### src/hdl/uies_regs.vh
// register offsets, event bit positions and reset values of the event block
`ifndef UIES_REGS_VH
`define UIES_REGS_VH

`define UIES_OFF_STATUS 8'h00
`define UIES_OFF_MASK 8'h04
`define UIES_OFF_CFG 8'h08
`define UIES_OFF_LEVEL 8'h0C

`define UIES_EV_RX_TRIG 0
`define UIES_EV_RX_EMPTY 1
`define UIES_EV_RX_FULL 2
`define UIES_EV_TX_EMPTY 3
`define UIES_EV_TX_FULL 4
`define UIES_EV_RX_OVR 5
`define UIES_EV_RX_FRAME 6
`define UIES_EV_RX_PAR 7
`define UIES_EV_RX_TOUT 8
`define UIES_EV_MODEM 9
`define UIES_EV_TX_TRIG 10
`define UIES_EV_TX_NFULL 11
`define UIES_EV_TX_OVF 12
`define UIES_EV_W 13

`define UIES_CFG_CSIZE_LSB 0
`define UIES_CFG_CSIZE_MSB 1
`define UIES_CFG_TTRIG_LSB 8
`define UIES_CFG_TTRIG_MSB 13
`define UIES_CFG_PAREN 16

`define UIES_CSIZE_PAIR 2'h0
`define UIES_STATUS_RST 13'h0000
`define UIES_MASK_RST 13'h0000
`define UIES_CSIZE_RST 2'h3
`define UIES_TTRIG_RST 6'h20
`define UIES_PAREN_RST 1'h0

`endif

### src/hdl/uies_top.v
// event capture, mask and interrupt logic of a serial port's event status register
//
// Functional notes
// - set bit 12 when a push finds too little transmit room for its data
// - any push while transmit nearly-full is already set raises bit 12
// - set bit 11 when a push leaves no room for one configured-size write
// - character size 00 assumes a two-byte write; a single-byte push then also needs two free bytes
// - set bit 10 when a push makes transmit fill equal the trigger level
// - set bit 9 when any of four modem change indicators becomes set
// - set bit 8 when the receive idle timeout counter expires
// - set bit 7 when received parity differs from expected parity
// - set bit 6 when no valid stop bit ends a received character
// - set bit 5 when a start bit arrives before shifter moved to FIFO
// - set bit 4 when a push takes the transmit FIFO from not full to full
// - set bit 3 when the last word leaves the transmit FIFO
// - set bit 2 when a push takes the receive FIFO from not full to full
// - set bit 1 when the last word leaves the receive FIFO
// - set bit 0 whenever a word enters the receive FIFO
// - event bits read 1 after their event, 0 otherwise; bits 31:13 read zero
// - an event requests an interrupt only while its mask bit is 1
`timescale 1ns/1ps
`include "uies_regs.vh"

module uies_top #(
   parameter TX_DEPTH = 64,
   parameter RX_DEPTH = 64,
   parameter LVL_W = 7
) (
   input wire sys_clk_i,
   input wire rst_b_i,
   input wire [7:0] reg_addr_i,
   input wire [31:0] reg_wdata_i,
   input wire reg_wr_i,
   input wire reg_rd_i,
   output reg [31:0] reg_rdata_o,
   input wire tx_push_i,
   input wire tx_pair_i,
   input wire tx_pop_i,
   input wire [LVL_W-1:0] tx_level_i,
   input wire rx_push_i,
   input wire rx_pop_i,
   input wire [LVL_W-1:0] rx_level_i,
   input wire rx_start_i,
   input wire rx_shift_pending_i,
   input wire rx_char_done_i,
   input wire rx_parity_bit_i,
   input wire rx_parity_exp_i,
   input wire rx_stop_bit_i,
   input wire rx_timeout_i,
   input wire [3:0] modem_delta_i,
   output reg irq_o,
   output reg tx_nearly_full_o,
   output reg [1:0] char_size_o,
   output reg [5:0] tx_trig_level_o
);

   localparam [LVL_W-1:0] TX_FULL_LVL = TX_DEPTH[LVL_W-1:0];
   localparam [LVL_W-1:0] RX_FULL_LVL = RX_DEPTH[LVL_W-1:0];
   localparam [LVL_W-1:0] ONE_LVL = {{(LVL_W-1){1'b0}}, 1'b1};

   // bytes that one write of the configured size takes
   function [LVL_W-1:0] write_bytes;
      input [1:0] csize;
      input pair;
      begin
         if (pair)
            write_bytes = ONE_LVL + ONE_LVL;
         else
            write_bytes = ONE_LVL;
         if (csize == `UIES_CSIZE_PAIR)
            write_bytes = ONE_LVL + ONE_LVL;
      end
   endfunction

   // true when fewer than need bytes remain free above level
   function room_short;
      input [LVL_W-1:0] level;
      input [LVL_W-1:0] need;
      input [LVL_W-1:0] depth;
      begin
         room_short = ({1'b0, level} + {1'b0, need}) > {1'b0, depth};
      end
   endfunction

   reg [`UIES_EV_W-1:0] status_q;
   reg [`UIES_EV_W-1:0] status_d;
   reg [`UIES_EV_W-1:0] mask_q;
   reg [`UIES_EV_W-1:0] mask_d;
   reg [1:0] csize_q;
   reg [5:0] ttrig_q;
   reg paren_q;
   reg [3:0] modem_q;
   reg [`UIES_EV_W-1:0] ev;
   reg [`UIES_EV_W-1:0] clr;
   reg [31:0] rdata_d;
   reg [LVL_W-1:0] tx_push_bytes;
   reg [LVL_W-1:0] tx_after;
   reg [LVL_W-1:0] cfg_bytes;
   reg tx_nf_now;
   reg tx_ovf;

   wire wr_status = reg_wr_i && (reg_addr_i == `UIES_OFF_STATUS);
   wire wr_mask = reg_wr_i && (reg_addr_i == `UIES_OFF_MASK);
   wire wr_cfg = reg_wr_i && (reg_addr_i == `UIES_OFF_CFG);

   // transmit side event decode
   always @* begin
      tx_push_bytes = write_bytes(2'h3, tx_pair_i);
      cfg_bytes = write_bytes(csize_q, 1'b0);
      tx_nf_now = room_short(tx_level_i, cfg_bytes, TX_FULL_LVL);
      tx_ovf = tx_push_i && (tx_nf_now ||
         room_short(tx_level_i, tx_push_bytes, TX_FULL_LVL));
      if (tx_ovf)
         tx_after = tx_level_i;
      else
         tx_after = tx_level_i + tx_push_bytes;
   end

   // one-cycle event pulses
   always @* begin
      ev = {`UIES_EV_W{1'b0}};
      ev[`UIES_EV_TX_OVF] = tx_ovf;
      ev[`UIES_EV_TX_NFULL] = tx_push_i && !tx_ovf &&
         room_short(tx_after, cfg_bytes, TX_FULL_LVL);
      ev[`UIES_EV_TX_TRIG] = tx_push_i && !tx_ovf &&
         (tx_after == {{(LVL_W-6){1'b0}}, ttrig_q});
      ev[`UIES_EV_MODEM] = |(modem_delta_i & ~modem_q);
      ev[`UIES_EV_RX_TOUT] = rx_timeout_i;
      ev[`UIES_EV_RX_PAR] = rx_char_done_i && paren_q &&
         (rx_parity_bit_i != rx_parity_exp_i);
      ev[`UIES_EV_RX_FRAME] = rx_char_done_i && !rx_stop_bit_i;
      ev[`UIES_EV_RX_OVR] = rx_start_i && rx_shift_pending_i;
      ev[`UIES_EV_TX_FULL] = tx_push_i && !tx_ovf &&
         (tx_level_i != TX_FULL_LVL) && (tx_after == TX_FULL_LVL);
      ev[`UIES_EV_TX_EMPTY] = tx_pop_i && (tx_level_i == ONE_LVL);
      ev[`UIES_EV_RX_FULL] = rx_push_i &&
         (rx_level_i == RX_FULL_LVL - ONE_LVL);
      ev[`UIES_EV_RX_EMPTY] = rx_pop_i && (rx_level_i == ONE_LVL);
      ev[`UIES_EV_RX_TRIG] = rx_push_i;
   end

   // sticky status with write-one-to-clear, set beats clear
   always @* begin
      clr = wr_status ? reg_wdata_i[`UIES_EV_W-1:0] : {`UIES_EV_W{1'b0}};
      status_d = (status_q & ~clr) | ev;
      mask_d = wr_mask ? reg_wdata_i[`UIES_EV_W-1:0] : mask_q;
   end

   // read mux, unmapped and upper bits read zero
   always @* begin
      rdata_d = 32'h0000_0000;
      if (reg_rd_i) begin
         case (reg_addr_i)
            `UIES_OFF_STATUS: begin
               rdata_d[`UIES_EV_W-1:0] = status_q;
            end
            `UIES_OFF_MASK: begin
               rdata_d[`UIES_EV_W-1:0] = mask_q;
            end
            `UIES_OFF_CFG: begin
               rdata_d[`UIES_CFG_CSIZE_MSB:`UIES_CFG_CSIZE_LSB] = csize_q;
               rdata_d[`UIES_CFG_TTRIG_MSB:`UIES_CFG_TTRIG_LSB] = ttrig_q;
               rdata_d[`UIES_CFG_PAREN] = paren_q;
            end
            `UIES_OFF_LEVEL: begin
               rdata_d[LVL_W-1:0] = tx_level_i;
               rdata_d[LVL_W+15:16] = rx_level_i;
            end
            default: begin
               rdata_d = 32'h0000_0000;
            end
         endcase
      end
   end

   always @(posedge sys_clk_i or negedge rst_b_i) begin
      if (!rst_b_i) begin
         status_q <= `UIES_STATUS_RST;
         mask_q <= `UIES_MASK_RST;
         csize_q <= `UIES_CSIZE_RST;
         ttrig_q <= `UIES_TTRIG_RST;
         paren_q <= `UIES_PAREN_RST;
         modem_q <= 4'h0;
         irq_o <= 1'b0;
         reg_rdata_o <= 32'h0000_0000;
         tx_nearly_full_o <= 1'b0;
         char_size_o <= `UIES_CSIZE_RST;
         tx_trig_level_o <= `UIES_TTRIG_RST;
      end else begin
         status_q <= status_d;
         mask_q <= mask_d;
         modem_q <= modem_delta_i;
         if (wr_cfg) begin
            csize_q <= reg_wdata_i[`UIES_CFG_CSIZE_MSB:`UIES_CFG_CSIZE_LSB];
            ttrig_q <= reg_wdata_i[`UIES_CFG_TTRIG_MSB:`UIES_CFG_TTRIG_LSB];
            paren_q <= reg_wdata_i[`UIES_CFG_PAREN];
            char_size_o <= reg_wdata_i[`UIES_CFG_CSIZE_MSB:`UIES_CFG_CSIZE_LSB];
            tx_trig_level_o <= reg_wdata_i[`UIES_CFG_TTRIG_MSB:`UIES_CFG_TTRIG_LSB];
         end
         irq_o <= |(status_d & mask_d);
         reg_rdata_o <= rdata_d;
         tx_nearly_full_o <= tx_nf_now;
      end
   end

endmodule // uies_top

### config.mk
export PLATFORM = sky130hd
export DESIGN_NAME = uies_top
export DESIGN_NICKNAME = d
export VERILOG_FILES = /design/src/hdl/uies_top.v
export VERILOG_INCLUDE_DIRS = /design/src /design/src/hdl
export SDC_FILE = /design/constraint.sdc
export NUM_CORES = 1
export LEC_CHECK = 0
export BUFFER_PORTS_ARGS = -buffer_cell sky130_fd_sc_hd__buf_2
export CAP_MARGIN = 15
export CORE_ASPECT_RATIO = 1.75
export CORE_MARGIN = 2
export CORE_UTILIZATION = 40
export DETAILED_ROUTE_END_ITERATION = 16
export MAX_ROUTING_LAYER = met4
export PLACE_DENSITY_LB_ADDON = 0.2
export SLEW_MARGIN = 25
export SYNTH_ARGS = -nofsm -noshare
export SYNTH_HDL_FRONTEND = slang
export SYNTH_SLANG_ARGS = --single-unit
### constraint.sdc
create_clock -name sys_clk_i -period 10.03 [get_ports sys_clk_i]
set_clock_uncertainty 0.15 [all_clocks]
set_input_delay 1.003 -clock sys_clk_i [delete_from_list [all_inputs] [get_ports sys_clk_i]]
set_output_delay 1.003 -clock sys_clk_i [all_outputs]
set_load 0.005 [all_outputs]
==> results.json <==
{
  "root_buffer": "clkbuf_16",
  "wl_per_cell_um": 17.3,
  "worstSetupStartpointType": "input port",
  "tightestPinTransition_ns": 0.783,
  "async_flop_share_pct": 100,
  "cts_tree": "done",
  "crit_fanout": 11,
  "synth_area_leaders": "dfrtp_1, mux2i_1, nor2_1, mux2_2, o21ai_0",
  "finalSetupViolCount": 0,
  "layout-drive-gt1-share_pct": 28.8,
  "fin_hold_ws_ns": 0.356,
  "ff2ff_path_depth": 16,
  "antenna_left": 0,
  "power_density_nw_per_um2": 154,
  "dr.pass1.iters": 4,
  "maxCapViolations": 0,
  "track_usage_pct": 21.8,
  "dieWidth_um": 77.4,
  "final.setup.tns_ns": 0,
  "synth_edf_count": 0,
  "route.detailed.drc": 0,
  "regArea_um2": 1560,
  "holdPathEnd": "status_q[12]",
  "leakage_uw": 0.00220,
  "crit_top_cell": "ha_1",
  "hold_viol": 0,
  "finalNetCount": 550,
  "grt_pass1_vias": 3316,
  "yosys.area.top_type": "dfrtp_1",
  "grt_pass1_wl_um": 16700,
  "timing.fmax_mhz": 210,
  "max_stage_delay_ns": 0.56,
  "holdBufCountCts": 0,
  "post-place-cells": 576,
  "synth_top_area_share_pct": 39.2,
  "clk_pin_slew_ns": 0.05,
  "relSlewSlack_pct": 47.8,
  "clk_path_buf_depth": 2,
  "drt_wl_total_um": 10200,
  "p_total_uw": 692,
  "period_share_pct": 47.5,
  "syn_area_per_cell_um2": 9.73,
  "cts_resized": 0,
  "status": "completed",
  "grt_start_max_net_pins": 63,
  "utilization_pct": 49.5,
  "insertion_delay_ns": 0.33,
  "hp-class": "reg2reg",
  "hold-path-cell-count": 2,
  "peakVddDrop_v": 0.0000969,
  "cp.arrival_ns": 4.81,
  "nFillCells": 898,
  "seq_area_frac_synth_pct": 41.3,
  "dp_hpwl_um": 7760,
  "ys_warn_count": 0,
  "synth.distinct_cells": 71,
  "cp-end-kind": "register",
  "multi_input_area_um2": 1980,
  "coreArea_um2": 9090,
  "reg2reg_slack_ns": 5.46,
  "io_pins": 116,
  "rows": 46,
  "path_buf_inv": 2,
  "die_h_um": 132,
  "area_delta_synth_final_pct": 19.6,
  "start_util_pct": 41.4,
  "synthTopCellsByCount": "dfrtp_1, nor2_1, nand2_1, o21ai_0, nand3_1",
  "postSynthCellCount": 387,
  "drtIter0Drc": 175,
  "cp_cell_sequence": "buf_2, inv_1, ha_1, fa_1, and4_1, o31ai_2, a31oi_2, o211ai_4, o21ai_1, o21ai_0, ha_1, a21oi_1, nand2_1, mux2_2, o311ai_1, nand3_1",
  "portBuffers": 87,
  "antenna_found_initial": 0,
  "synth_flop_cell": "dfrtp_1",
  "syn-cell-area_um2": 3770,
  "cts_buffers": 9,
  "diodes": 0,
  "critPathKind": "in2reg",
  "die_area_um2": 10200,
  "r2r-end": "irq_o",
  "overflow": 0,
  "crit_start": "tx_pair_i",
  "vias": 3199,
  "report.final.slew_viol_count": 0,
  "fin_crit_ns": 4.77,
  "min_from": "status_q[12]",
  "gp_congestion": 0.898,
  "rr_startpoint": "csize_q[0]",
  "clock-sinks": 62,
  "required_ns": 10.08,
  "yosysMostFrequentCell": "dfrtp_1",
  "final_cells": 592,
  "cp_slowest_cell": "fa_1",
  "cts_setup_buffers": 0,
  "path_delay_family": "compound AO/OA/AOI/OAI gates",
  "htreeDepth": 3,
  "rsz0062_at_grt": "false",
  "viasPerCell": 5.40,
  "yosys_register_bits": 62
}
## final cells by class
cell class,count,share of cell area [%]
Tap cell,120,3.33
Clock inverter,4,1.00
Sequential cell,62,34.5
Inverter,19,1.58
Clock buffer,12,5.69
Multi-Input combinational cell,287,44.0
Timing Repair Buffer,88,9.83
## tightest hold or removal path: cells and delay by family, from the launching register on
kind	cells	cell delay [ns]
DFF	1	0.34
and+or+nand+nor	2	0.13
## registers in the layout, summed over array words and instances, names as in the netlist
signal	count
csize_q	2
irq_o	1
mask_q	13
modem_q	4
paren_q	1
reg_rdata_o	21
status_q	13
ttrig_q	6
tx_nearly_full_o	1
## worst max path at each step
stage	end	depth (start not counted)	slack [ns]
final	irq_o	16	5.26
after global routing	irq_o	18	4.98
after CTS	irq_o	16	5.28
after detailed placement	irq_o	16	4.93
after global placement	irq_o	16	4.98
after floorplan	irq_o	18	5.60
## metrics by stage
stage | worst slack [ns] | instance area, um^2
after global routing | 4.98 | 4510
after floorplan | 5.60 | 3800
after global placement | 4.98 | 4200
final | 5.26 | 4510
after CTS | 5.28 | 4510
after detailed placement | 4.93 | 4200
## per-layer routing
metal	vias up	GRT usage [%]	routed length (um)
met3	21	3.42	404
met5	-	-	0
met4	0	10.9	352
met1	1535	22.6	3770
met2	105	39.1	5720
li1	1538	-	-
## placed cells by master (no fill, tap or decap), types with 7 or more instances in the layout
cell type / count
a21oi_1: 15
and2_1: 7
buf_2: 87
clkbuf_16: 9
conb_1: 11
dfrtp_1: 59
inv_1: 19
mux2_2: 12
mux2i_1: 15
nand2_1: 28
nand2b_1: 7
nand3_1: 21
nand4_1: 8
nor2_1: 38
o21ai_0: 22
## power by group
group	total, uW	internal [uW]	switching (uW)	leakage [uW]
Sequential	270	263	7.77	0.000792
Clock	312	204	108	0.000152
Combinational	110	45.6	64.1	0.00125
Total	692	512	180	0.00220
## kinds of logic (layout without fill, tap and decap cells)
kind of cell	count (synthesis)	in the layout	synth area share, %
buffers and inverters	48	123	7.01
xor gates and xnor gates	7	7	1.83
other	1	11	0.0996
AOI/OAI and AO/OA	86	86	16.9
muxes	29	29	8.77
and+or+nand+nor	145	145	20.5
DFF	62	62	41.3
adders and majority gates	9	9	3.59
No activity file was read; power rests on OpenSTA's default activity.
